==> config.mk <==
export PLATFORM = sky130hd
export DESIGN_NAME = coex_signalling
export DESIGN_NICKNAME = d
export VERILOG_FILES = /design/src/hw/coex_pkg.sv /design/src/hw/coex_signalling.sv /design/src/hw/coex_sync.sv /design/src/hw/coex_envelope.sv
export SDC_FILE = /design/constraint.sdc
export NUM_CORES = 1
export LEC_CHECK = 0
export ABC_AREA = 1
export BUFFER_PORTS_ARGS = -buffer_cell sky130_fd_sc_hd__buf_2
export CORE_MARGIN = 2
export CORE_UTILIZATION = 53
export CTS_CLUSTER_DIAMETER = 100
export CTS_CLUSTER_SIZE = 24
export DETAILED_ROUTE_END_ITERATION = 8
export PLACE_DENSITY_LB_ADDON = 0.08
export SLEW_MARGIN = 20
export SYNTH_ARGS = -nofsm -noshare
export SYNTH_HDL_FRONTEND = slang
export SYNTH_SLANG_ARGS = --single-unit
==> constraint.sdc <==
create_clock -name clk_in -period 3.5 [get_ports clk_in]
set_clock_uncertainty 0.05 [all_clocks]
set_input_delay 0.7 -clock clk_in [delete_from_list [all_inputs] [get_ports clk_in]]
set_output_delay 0.7 -clock clk_in [all_outputs]
set_load 0.1 [all_outputs]
==> src/hw/coex_pkg.sv <==
// Purpose: shared constants for the radio coexistence signalling block
// Assumes: one 50 MHz clock, plain register port with one-cycle read latency
// Notes:   all offsets are byte addresses of 32-bit words
package coex_pkg;
  // ==========================================================================
  // register map
  localparam logic [7:0] CTRL_ADDR   = 8'h00;
  localparam logic [7:0] PRIO_ADDR   = 8'h04;
  localparam logic [7:0] STATUS_ADDR = 8'h08;
  localparam logic [7:0] PINSEL_ADDR = 8'h0c;
  // ==========================================================================
  // field positions
  localparam int CTRL_GATING_BIT  = 0;
  localparam int PRIO_OWNER_BIT   = 0;
  localparam int PINSEL_W         = 6;
  localparam int PINSEL_ACT0_LSB  = 0;
  localparam int PINSEL_ACT1_LSB  = 8;
  localparam int PINSEL_ACTO_LSB  = 16;
  localparam int PINSEL_PRIO_LSB  = 24;
  localparam int STATUS_W         = 5;
  // ==========================================================================
  // reset values: gating off, local precedence
  localparam logic       CTRL_GATING_RST = 1'b0;
  localparam logic       PRIO_OWNER_RST  = 1'b0;
  localparam logic       OWNER_LOCAL     = 1'b0;
  localparam logic       OWNER_EXT       = 1'b1;
  // ==========================================================================
  // pin function codes
  localparam logic [5:0] FUNC_EXT_REQ0 = 6'h30;
  localparam logic [5:0] FUNC_EXT_REQ1 = 6'h31;
  localparam logic [5:0] FUNC_ACT_OUT  = 6'h32;
  localparam logic [5:0] FUNC_PRIO_OUT = 6'h33;
  localparam int         SYNC_STAGES   = 2;
endpackage : coex_pkg

==> src/hw/coex_signalling.sv <==
// Purpose: three-wire coexistence signalling towards two external radios
// Assumes: register port strobes are one cycle, never overlapping
// Notes:   outputs lag the envelope by one register stage
//
// The implementer's own choices: strobed register access and the register addresses.
`timescale 1ns/1ps
module coex_signalling (
  input  wire logic        clk_in,
  input  wire logic        rst_in,
  input  wire logic [7:0]  addr_in,
  input  wire logic [31:0] wdata_in,
  input  wire logic        wr_in,
  input  wire logic        rd_in,
  output logic      [31:0] rdata_out,
  input  wire logic        ext_activity_in0,
  input  wire logic        ext_activity_in1,
  input  wire logic        event_envelope_in,
  input  wire logic        activity_done_in,
  output logic             local_radio_active_out,
  output logic             local_priority_out,
  output logic             radio_inhibit_out
);
  // ==========================================================================
  // registers
  logic        act_gating_select_r;
  logic        priority_owner_select_r;
  logic [5:0]  pin_act0_r;
  logic [5:0]  pin_act1_r;
  logic [5:0]  pin_acto_r;
  logic [5:0]  pin_prio_r;
  logic [31:0] rdata_r;
  logic [31:0] rdata_nxt;
  logic        act_r;
  logic        act_nxt;
  logic        pri_r;
  logic        pri_nxt;
  logic        inh_r;
  logic        inh_nxt;
  logic        ext0_s;
  logic        ext1_s;
  logic        busy;
  logic        ext_any;
  logic        local_wins;
  logic        wr_ctrl;
  logic        wr_prio;
  logic        wr_pins;
  logic        in0_en;
  logic        in1_en;
  logic        acto_ok;
  logic        prio_ok;
  logic        ext_wins;
  logic        rd_ctrl;
  logic        rd_prio;
  logic        rd_status;
  logic        rd_pins;
  logic [coex_pkg::STATUS_W-1:0] status_bits;

  // ==========================================================================
  // decode helpers: one compare shared by the port, the outputs and the checks
  function automatic logic addr_hit(input logic [7:0] addr, input logic [7:0] target);
    addr_hit = (addr == target);
  endfunction : addr_hit
  function automatic logic code_hit(input logic [coex_pkg::PINSEL_W-1:0] code,
                                    input logic [coex_pkg::PINSEL_W-1:0] target);
    code_hit = (code == target);
  endfunction : code_hit

  // ==========================================================================
  // input synchronisers and envelope stretcher
  coex_sync #(.STAGES(coex_pkg::SYNC_STAGES)) u_sync0 (
    .clk_in (clk_in),
    .rst_in (rst_in),
    .d_in   (ext_activity_in0),
    .q_out  (ext0_s)
  );
  coex_sync #(.STAGES(coex_pkg::SYNC_STAGES)) u_sync1 (
    .clk_in (clk_in),
    .rst_in (rst_in),
    .d_in   (ext_activity_in1),
    .q_out  (ext1_s)
  );
  coex_envelope u_env (
    .clk_in            (clk_in),
    .rst_in            (rst_in),
    .event_envelope_in (event_envelope_in),
    .activity_done_in  (activity_done_in),
    .busy_out          (busy)
  );

  // ==========================================================================
  // input routing: an input counts only if its pin carries the right code
  assign in0_en  = code_hit(pin_act0_r, coex_pkg::FUNC_EXT_REQ0);
  assign in1_en  = code_hit(pin_act1_r, coex_pkg::FUNC_EXT_REQ1);
  assign acto_ok = code_hit(pin_acto_r, coex_pkg::FUNC_ACT_OUT);
  assign prio_ok = code_hit(pin_prio_r, coex_pkg::FUNC_PRIO_OUT);
  // both radios merge into one request at one shared level
  assign ext_any = (ext0_s & in0_en) | (ext1_s & in1_en);
  assign local_wins = (priority_owner_select_r == coex_pkg::OWNER_LOCAL);
  // external precedence with a live request: the local radio must back off
  assign ext_wins   = ~local_wins & ext_any;

  // ==========================================================================
  // output logic
  always_comb begin
    act_nxt = 1'b0;
    if (!act_gating_select_r) begin
      act_nxt = busy;
      if (ext_wins) begin
        act_nxt = 1'b0;
      end
    end else begin
      act_nxt = busy & local_wins;
    end
    if (local_wins) begin
      pri_nxt = act_nxt;
    end else begin
      pri_nxt = 1'b0;
    end
    inh_nxt = ext_wins;
  end
  // activity and priority outputs only drive when routed to a pin with the matching code; inhibit is not gated
  always_ff @(posedge clk_in or posedge rst_in) begin
    if (rst_in) begin
      act_r <= 1'b0;
      pri_r <= 1'b0;
      inh_r <= 1'b0;
    end else begin
      act_r <= act_nxt & acto_ok;
      pri_r <= pri_nxt & prio_ok;
      inh_r <= inh_nxt;
    end
  end
  assign local_radio_active_out = act_r;
  assign local_priority_out     = pri_r;
  assign radio_inhibit_out      = inh_r;

  // ==========================================================================
  // register port; power and clock must be up before these are written
  assign wr_ctrl   = wr_in & addr_hit(addr_in, coex_pkg::CTRL_ADDR);
  assign wr_prio   = wr_in & addr_hit(addr_in, coex_pkg::PRIO_ADDR);
  assign wr_pins   = wr_in & addr_hit(addr_in, coex_pkg::PINSEL_ADDR);
  // read selects ignore rd_in: the strobe only gates the capture flop
  assign rd_ctrl   = addr_hit(addr_in, coex_pkg::CTRL_ADDR);
  assign rd_prio   = addr_hit(addr_in, coex_pkg::PRIO_ADDR);
  assign rd_status = addr_hit(addr_in, coex_pkg::STATUS_ADDR);
  assign rd_pins   = addr_hit(addr_in, coex_pkg::PINSEL_ADDR);
  assign status_bits = {inh_r, pri_r, act_r, ext1_s, ext0_s};
  always_ff @(posedge clk_in or posedge rst_in) begin
    if (rst_in) begin
      act_gating_select_r     <= coex_pkg::CTRL_GATING_RST;
      priority_owner_select_r <= coex_pkg::PRIO_OWNER_RST;
      pin_act0_r              <= '0;
      pin_act1_r              <= '0;
      pin_acto_r              <= '0;
      pin_prio_r              <= '0;
    end else begin
      if (wr_ctrl) begin
        act_gating_select_r <= wdata_in[coex_pkg::CTRL_GATING_BIT];
      end
      if (wr_prio) begin
        priority_owner_select_r <= wdata_in[coex_pkg::PRIO_OWNER_BIT];
      end
      if (wr_pins) begin
        pin_act0_r <= wdata_in[coex_pkg::PINSEL_ACT0_LSB +: coex_pkg::PINSEL_W];
        pin_act1_r <= wdata_in[coex_pkg::PINSEL_ACT1_LSB +: coex_pkg::PINSEL_W];
        pin_acto_r <= wdata_in[coex_pkg::PINSEL_ACTO_LSB +: coex_pkg::PINSEL_W];
        pin_prio_r <= wdata_in[coex_pkg::PINSEL_PRIO_LSB +: coex_pkg::PINSEL_W];
      end
    end
  end
  // unmapped addresses read zero
  always_comb begin
    rdata_nxt = '0;
    if (rd_ctrl) begin
      rdata_nxt[coex_pkg::CTRL_GATING_BIT] = act_gating_select_r;
    end else if (rd_prio) begin
      rdata_nxt[coex_pkg::PRIO_OWNER_BIT] = priority_owner_select_r;
    end else if (rd_status) begin
      rdata_nxt[coex_pkg::STATUS_W-1:0] = status_bits;
    end else if (rd_pins) begin
      rdata_nxt[coex_pkg::PINSEL_ACT0_LSB +: coex_pkg::PINSEL_W] = pin_act0_r;
      rdata_nxt[coex_pkg::PINSEL_ACT1_LSB +: coex_pkg::PINSEL_W] = pin_act1_r;
      rdata_nxt[coex_pkg::PINSEL_ACTO_LSB +: coex_pkg::PINSEL_W] = pin_acto_r;
      rdata_nxt[coex_pkg::PINSEL_PRIO_LSB +: coex_pkg::PINSEL_W] = pin_prio_r;
    end
  end
  always_ff @(posedge clk_in or posedge rst_in) begin
    if (rst_in) begin
      rdata_r <= '0;
    end else begin
      rdata_r <= rd_in ? rdata_nxt : '0;
    end
  end
  assign rdata_out = rdata_r;

  // ==========================================================================
  // checks
  property p_ungated_follow;
    @(posedge clk_in) disable iff (rst_in)
    (!act_gating_select_r && local_wins && pin_acto_r == coex_pkg::FUNC_ACT_OUT
     && event_envelope_in) |=> local_radio_active_out;
  endproperty
  a_ungated_follow: assert property (p_ungated_follow)
    else $error("activity output missed envelope");

  property p_pri_copy;
    @(posedge clk_in) disable iff (rst_in)
    ($past(local_wins) && $past(pin_prio_r) == coex_pkg::FUNC_PRIO_OUT &&
     $past(pin_acto_r) == coex_pkg::FUNC_ACT_OUT)
      |-> local_priority_out == local_radio_active_out;
  endproperty
  a_pri_copy: assert property (p_pri_copy)
    else $error("priority output does not copy activity");

  property p_ext_pri_low;
    @(posedge clk_in) disable iff (rst_in)
    (!local_wins && ext_any) |=> !local_priority_out && !local_radio_active_out;
  endproperty
  a_ext_pri_low: assert property (p_ext_pri_low)
    else $error("outputs high during external activity");

  property p_gated_ext;
    @(posedge clk_in) disable iff (rst_in)
    (act_gating_select_r && !local_wins) |=> !local_radio_active_out;
  endproperty
  a_gated_ext: assert property (p_gated_ext)
    else $error("gated activity without local precedence");

  property p_inhibit;
    @(posedge clk_in) disable iff (rst_in)
    (!local_wins && ext_any) |=> radio_inhibit_out;
  endproperty
  a_inhibit: assert property (p_inhibit)
    else $error("local radio not inhibited");

  property p_inhibit_clear;
    @(posedge clk_in) disable iff (rst_in)
    !ext_wins |=> !radio_inhibit_out;
  endproperty
  a_inhibit_clear: assert property (p_inhibit_clear)
    else $error("local radio inhibited without external request");

  property p_ungated_busy;
    @(posedge clk_in) disable iff (rst_in)
    (!act_gating_select_r && local_wins && acto_ok && busy) |=> local_radio_active_out;
  endproperty
  a_ungated_busy: assert property (p_ungated_busy)
    else $error("ungated activity output missed local activity");

  property p_hold_stretch;
    @(posedge clk_in) disable iff (rst_in)
    (!act_gating_select_r && local_wins && acto_ok && busy && !event_envelope_in)
      |=> local_radio_active_out;
  endproperty
  a_hold_stretch: assert property (p_hold_stretch)
    else $error("activity output dropped before completion");

  property p_act_fall;
    @(posedge clk_in) disable iff (rst_in)
    ($fell(local_radio_active_out) && !$past(act_gating_select_r) && $past(local_wins)
     && $past(acto_ok)) |-> !$past(event_envelope_in);
  endproperty
  a_act_fall: assert property (p_act_fall)
    else $error("activity output fell with envelope still high");

  property p_gated_together;
    @(posedge clk_in) disable iff (rst_in)
    (act_gating_select_r && local_wins && acto_ok && prio_ok && event_envelope_in)
      |=> (local_radio_active_out && local_priority_out);
  endproperty
  a_gated_together: assert property (p_gated_together)
    else $error("gated outputs did not rise together");

  property p_ext_pri_zero;
    @(posedge clk_in) disable iff (rst_in)
    !local_wins |=> !local_priority_out;
  endproperty
  a_ext_pri_zero: assert property (p_ext_pri_zero)
    else $error("priority output high under external precedence");

  // ==========================================================================
  // checks: pin routing, synchronisers and readback
  property p_act_unrouted;
    @(posedge clk_in) disable iff (rst_in)
    !acto_ok |=> !local_radio_active_out;
  endproperty
  a_act_unrouted: assert property (p_act_unrouted)
    else $error("activity output driven without its pin code");

  property p_pri_unrouted;
    @(posedge clk_in) disable iff (rst_in)
    !prio_ok |=> !local_priority_out;
  endproperty
  a_pri_unrouted: assert property (p_pri_unrouted)
    else $error("priority output driven without its pin code");

  property p_route_ext;
    @(posedge clk_in) disable iff (rst_in)
    (!in0_en && !in1_en) |=> !radio_inhibit_out;
  endproperty
  a_route_ext: assert property (p_route_ext)
    else $error("unrouted external input inhibited the radio");

  property p_sync_lag0;
    @(posedge clk_in) disable iff (rst_in)
    $rose(ext0_s) |-> $past(ext_activity_in0, 2);
  endproperty
  a_sync_lag0: assert property (p_sync_lag0)
    else $error("first external input bypassed its synchroniser");

  property p_sync_lag1;
    @(posedge clk_in) disable iff (rst_in)
    $rose(ext1_s) |-> $past(ext_activity_in1, 2);
  endproperty
  a_sync_lag1: assert property (p_sync_lag1)
    else $error("second external input bypassed its synchroniser");

  property p_gating_readback;
    @(posedge clk_in) disable iff (rst_in)
    (rd_in && rd_ctrl)
      |=> rdata_out[coex_pkg::CTRL_GATING_BIT] == $past(act_gating_select_r);
  endproperty
  a_gating_readback: assert property (p_gating_readback)
    else $error("gating bit readback wrong");

  property p_owner_readback;
    @(posedge clk_in) disable iff (rst_in)
    (rd_in && rd_prio)
      |=> rdata_out[coex_pkg::PRIO_OWNER_BIT] == $past(priority_owner_select_r);
  endproperty
  a_owner_readback: assert property (p_owner_readback)
    else $error("owner bit readback wrong");
endmodule : coex_signalling

==> src/hw/coex_sync.sv <==
// Purpose: multi-stage level synchroniser
// Assumes: input is asynchronous to clk_in
// Notes:   first stage feeds only the next stage
`timescale 1ns/1ps
module coex_sync #(
  parameter int STAGES = coex_pkg::SYNC_STAGES
) (
  input  wire logic clk_in,
  input  wire logic rst_in,
  input  wire logic d_in,
  output logic      q_out
);
  logic [STAGES-1:0] chain_r;
  // ==========================================================================
  // chain
  always_ff @(posedge clk_in or posedge rst_in) begin
    if (rst_in) begin
      chain_r <= '0;
    end else begin
      chain_r <= {chain_r[STAGES-2:0], d_in};
    end
  end
  assign q_out = chain_r[STAGES-1];
endmodule : coex_sync

==> src/hw/coex_envelope.sv <==
// Purpose: stretches the event envelope until radio activity completes
// Assumes: activity_done_in is high when no radio activity is in flight
// Notes:   level held from envelope rise to envelope-low-and-done
`timescale 1ns/1ps
module coex_envelope (
  input  wire logic clk_in,
  input  wire logic rst_in,
  input  wire logic event_envelope_in,
  input  wire logic activity_done_in,
  output logic      busy_out
);
  logic busy_r;
  logic busy_nxt;
  // ==========================================================================
  // hold until the envelope has fallen and the last activity is done
  assign busy_nxt = event_envelope_in | (busy_r & ~activity_done_in);
  always_ff @(posedge clk_in or posedge rst_in) begin
    if (rst_in) begin
      busy_r <= 1'b0;
    end else begin
      busy_r <= busy_nxt;
    end
  end
  // rises combinationally with the envelope so the output can share its edge
  assign busy_out = event_envelope_in | busy_r;
endmodule : coex_envelope

Yosys cells after proc, flatten, opt, wreduce, memory -nomap -nowiden
Cells that the tools add are included.

Register bits after elaboration: 64. Input bits: 48. Output and inout port bits: 35. Word-level logic and storage cells: 59.

Equality and inequality tests: 7. Multiplexer cells: 23. Bitwise gates (word level): 15. Reduce and logical (&&, ||, !) cells: 1.

Operators by type and width (number): two-way mux 6 bit (13); two-way mux 30 bit (1); == test 6 bit, second input constant (4); == test 8 x 4 -> 1 bit, second input constant (2); two-way mux 5 bit (3); AND 1 bit (10); == test 8 x 3 -> 1 bit, second input constant (1); zero test 8 bit (1); two-way mux 1 bit (6); OR 1 bit (3); inverter 1 bit (2).

Logic depth before layout (Yosys ltp)
Word-level depth: 8. Gate-level depth with buffers: 8. Gate-level depth less buffers: 7.

Hierarchy
From an unflattened synthesis, not the netlist that was laid out.

Cells, all modules: 260. Area total of the unflattened synthesis: 2401.1 um2.

Modules (own cells, without submodules): coex_signalling (instances 1, cells each 247, area an instance 2243.4 um2, sequential area each 1326.3 um2); coex_sync (instances 2, cells each 3, area an instance 53.8 um2, sequential area each 50.0 um2); coex_envelope (instances 1, cells each 7, area an instance 50.0 um2, sequential area each 25.0 um2).

Worst setup path after synthesis
No wires, ideal clock.

Path type: input to register. Start: input port addr_in[3]. End: register pin_prio_r[0]. Library setup time: 0.126 ns. Arrival: 1.541 ns. Required time: 3.324 ns. Setup slack: 1.782 ns. Stages: 7. Path buffers: 2. Path through: buf_4 nand2_2 nor2_4 nand2_4 nor2_8 buf_2 o21ai_0.

Word-level cells in the longest chain between the ends: 2.

Ends and longest elaborated chain: start, declared (RTL line coex_signalling.sv:10) `input wire logic [7:0] addr_in,`; == test 8 x 4 -> 1 bit (RTL line coex_signalling.sv:61) `addr_hit = (addr == target);`; AND 1 bit (RTL line coex_signalling.sv:141) `assign wr_pins = wr_in & addr_hit(addr_in, coex_pkg::PINSEL_ADDR);`; end signal, assigned (RTL line coex_signalling.sv:167) `pin_prio_r <= wdata_in[coex_pkg::PINSEL_PRIO_LSB +: coex_pkg::PINSEL_W];`; end, declared (RTL line coex_signalling.sv:30) `logic [5:0] pin_prio_r;`.

Every way passes these cells. A chain may end at the register's enable or synchronous reset.

Worst setup path in the final report
Start: input port addr_in[6]. End: register pin_prio_r[0].

Same word-level chain as after synthesis.

==> results_dict.tcl <==
set metrics [dict create \
    synth_compound_area_frac 0.07001 \
    ys_warn_count 0 \
    yosysTopAreaCell "dfrtp_1" \
    core_um2 4354 \
    synth_top_family_by_area "simple AND/OR/NAND/NOR gates" \
    num_vias 1862 \
    worstPathArrival_ns 2.32 \
    grt_max_degree 59 \
    cts_root_buf "clkbuf_8" \
    peakVddDrop_v 0.0003297 \
    cts_tree "built" \
    initial_core_util 0.5500 \
    drive_gt1_frac 0.2683 \
    p_per_area_nw_per_um2 518.5 \
    outcome "completed" \
    nFillCells 368 \
    antennaDiodeCount 0 \
    holdCritPathClass "register to register" \
    gp_congestion 0.7873 \
    ios 83 \
    numCtsBuffers 9 \
    critPathLaunchType "primary input" \
    clock_sinks 58 \
    overflow 0 \
    routedWlPerCell_um 12.14 \
    syn-instance-count 256 \
    grt_pass1_vias 1767 \
    postSynthAreaPerCell_um2 9.355 \
    syn_area_um2 2395 \
    grtUsageTotal 0.2062 \
    synthDistinctLibCells 20 \
    antenna_found_initial 0 \
    antenna_left 0 \
    rows 24 \
    syn_to_final_growth_pct 21.68 \
    fin_setup_tns_ns 0 \
    synth.area.mux_share 0 \
    synth-seq-cells 58 \
    drc 0 \
    drtIter0Drc 98 \
    critPathKind "primary input to register" \
    htree_levels 3 \
    setup_viol 0 \
    synth_xor_xnor_area_share 0 \
    maxCapViolCount 0 \
    insertion_delay_ns 0.34 \
    cp_max_fo 43 \
    dp_hpwl_um 3117 \
    port_buffers 66 \
    first_pass_iters 4 \
    crit_required_ns 3.65 \
    synth_top_area_frac 0.6061 \
    cts_buffer_depth 2 \
    maxSlewViolCount 0 \
    cts_setup_buffers 0 \
    post_cts_resized 0 \
    synth-simple-area-share 0.2106 \
    wl_um 4614 \
    ys_top_cells_by_count "dfrtp_1, nand2_1, inv_1" \
    die_h_um 71.22 \
    fp.dieArea_um2 5072 \
    post_synth_fa_ha_maj_area_fraction 0 \
    period_minus_slack_ns 2.165 \
    total_power_w 0.001511 \
    period_share 0.6185 \
    synth_flop_cell "dfrtp_1" \
    max_slew_margin 0.5122 \
    fmax_mhz 461.9 \
    synth_edf_count 0 \
    die_w_um 71.22 \
    grt_setup_unrepaired "no" \
    crit_path_end_kind "register" \
    ys_seq_area_frac 0.6061 \
    worst_slew_pin_slew_ns 0.7309 \
    hold_buffers 0 \
    finalHoldViolations 0 \
    async_reset_ff_frac 1.000 \
    synth.area.top_cells "dfrtp_1, nand2_1, o21ai_0" \
    path_clk_slew_ns 0.07 \
    yosysMostFrequentCell "dfrtp_1" \
    grt_pass1_wl_um 7907 \
    vias_per_cell 4.900 \
    final_nets 371 \
    p_leak_nw 1.668 \
]
==> metrics by stage <==
step           hold slack (ns)  setup WS, ns  cell area, um2  cells  utilization
2_1_floorplan           0.2812         1.322            2421    263            -
3_3_place_gp            0.2879        0.9707            2695    364       0.6190
3_5_place_dp            0.2857        0.9842            2695    364       0.6190
4_1_cts                 0.3074         1.337            2914    380       0.6693
5_1_grt                 0.3238         1.047            2914    380       0.6693
6_report                0.3016         1.335            2914    380       0.6693
==> cell usage in the layout (no fill, tap or decap), drive strengths merged <==
master / instances
o21ai: 28
conb: 8
inv: 37
nand2: 48
clkinvlp: 1
nand4: 7
nor3: 21
dfrtp: 58
clkbuf: 11
a22oi: 1
clkinv: 2
buf: 67
nand3: 12
bufinv: 2
nor2: 21
a21oi: 4
==> worst max-delay path, stage by stage <==
cell	delay, ns
buf_2	0.10
inv_1	0.04
nand2_1	0.06
nor2_2	0.44
nand2_4	0.32
nor2_8	0.48
o21ai_0	0.15
==> path summary, 6_finish.rpt <==
path,startpoint,end,slack [ns],cells past startpoint
setup / recovery,addr_in[6],pin_prio_r[0],1.34,7
hold / removal,u_sync1.chain_r[0],u_sync1.chain_r[1],0.30,0
setup reg to reg,pin_act0_r[2],local_radio_active_out,2.45,6
hold reg to reg,u_sync1.chain_r[0],u_sync1.chain_r[1],0.30,0
max in group asynchronous,rst_in,rdata_out[11],2.42,3
min in group asynchronous,rst_in,rdata_out[18],0.50,3
==> layer usage <==
layer,share of wire,track usage,vias to the layer above
met5,0,0,-
li1,-,-,929
met4,0.024,0.09015,0
met2,0.47,0.3169,53
met1,0.45,0.2653,868
met3,0.058,0.07454,12
==> power by group <==
group	total [W]	switching, W	internal, W
logic	0.000132	0.0000997	0.0000324
registers	0.000709	0.0000130	0.000696
clock network	0.000670	0.000252	0.000417
total	0.00151	0.000365	0.00115
==> registers in the layout, summed over array words and instances (netlist names) <==
| signal | count |
|---|---|
| radio_inhibit_out | 1 |
| u_sync1.chain_r | 2 |
| local_radio_active_out | 1 |
| pin_prio_r | 6 |
| pin_acto_r | 6 |
| local_priority_out | 1 |
| act_gating_select_r | 1 |
| priority_owner_select_r | 1 |
| u_env.busy_r | 1 |
| pin_act0_r | 6 |
| u_sync0.chain_r | 2 |
| pin_act1_r | 6 |
| rdata_out | 24 |
==> kinds of logic (layout without fill, tap and decap cells) <==
family,after synthesis,count (layout)
AOI/OAI and AO/OA,33,33
other,1,8
and+or+nand+nor,109,109
DFF,58,58
buffers and inverters,55,120
==> layout make-up <==
class	count	area [um2]	area share
clock buffer	11	141.4	0.04852
clock inverter	5	77.57	0.02662
inverter	37	138.9	0.04766
multi-input combinational	150	701.9	0.2409
sequential	58	1451	0.4981
tap	52	65.06	0.02233
timing repair buffer	67	337.8	0.1159
No activity file was read; power rests on OpenSTA's default activity.
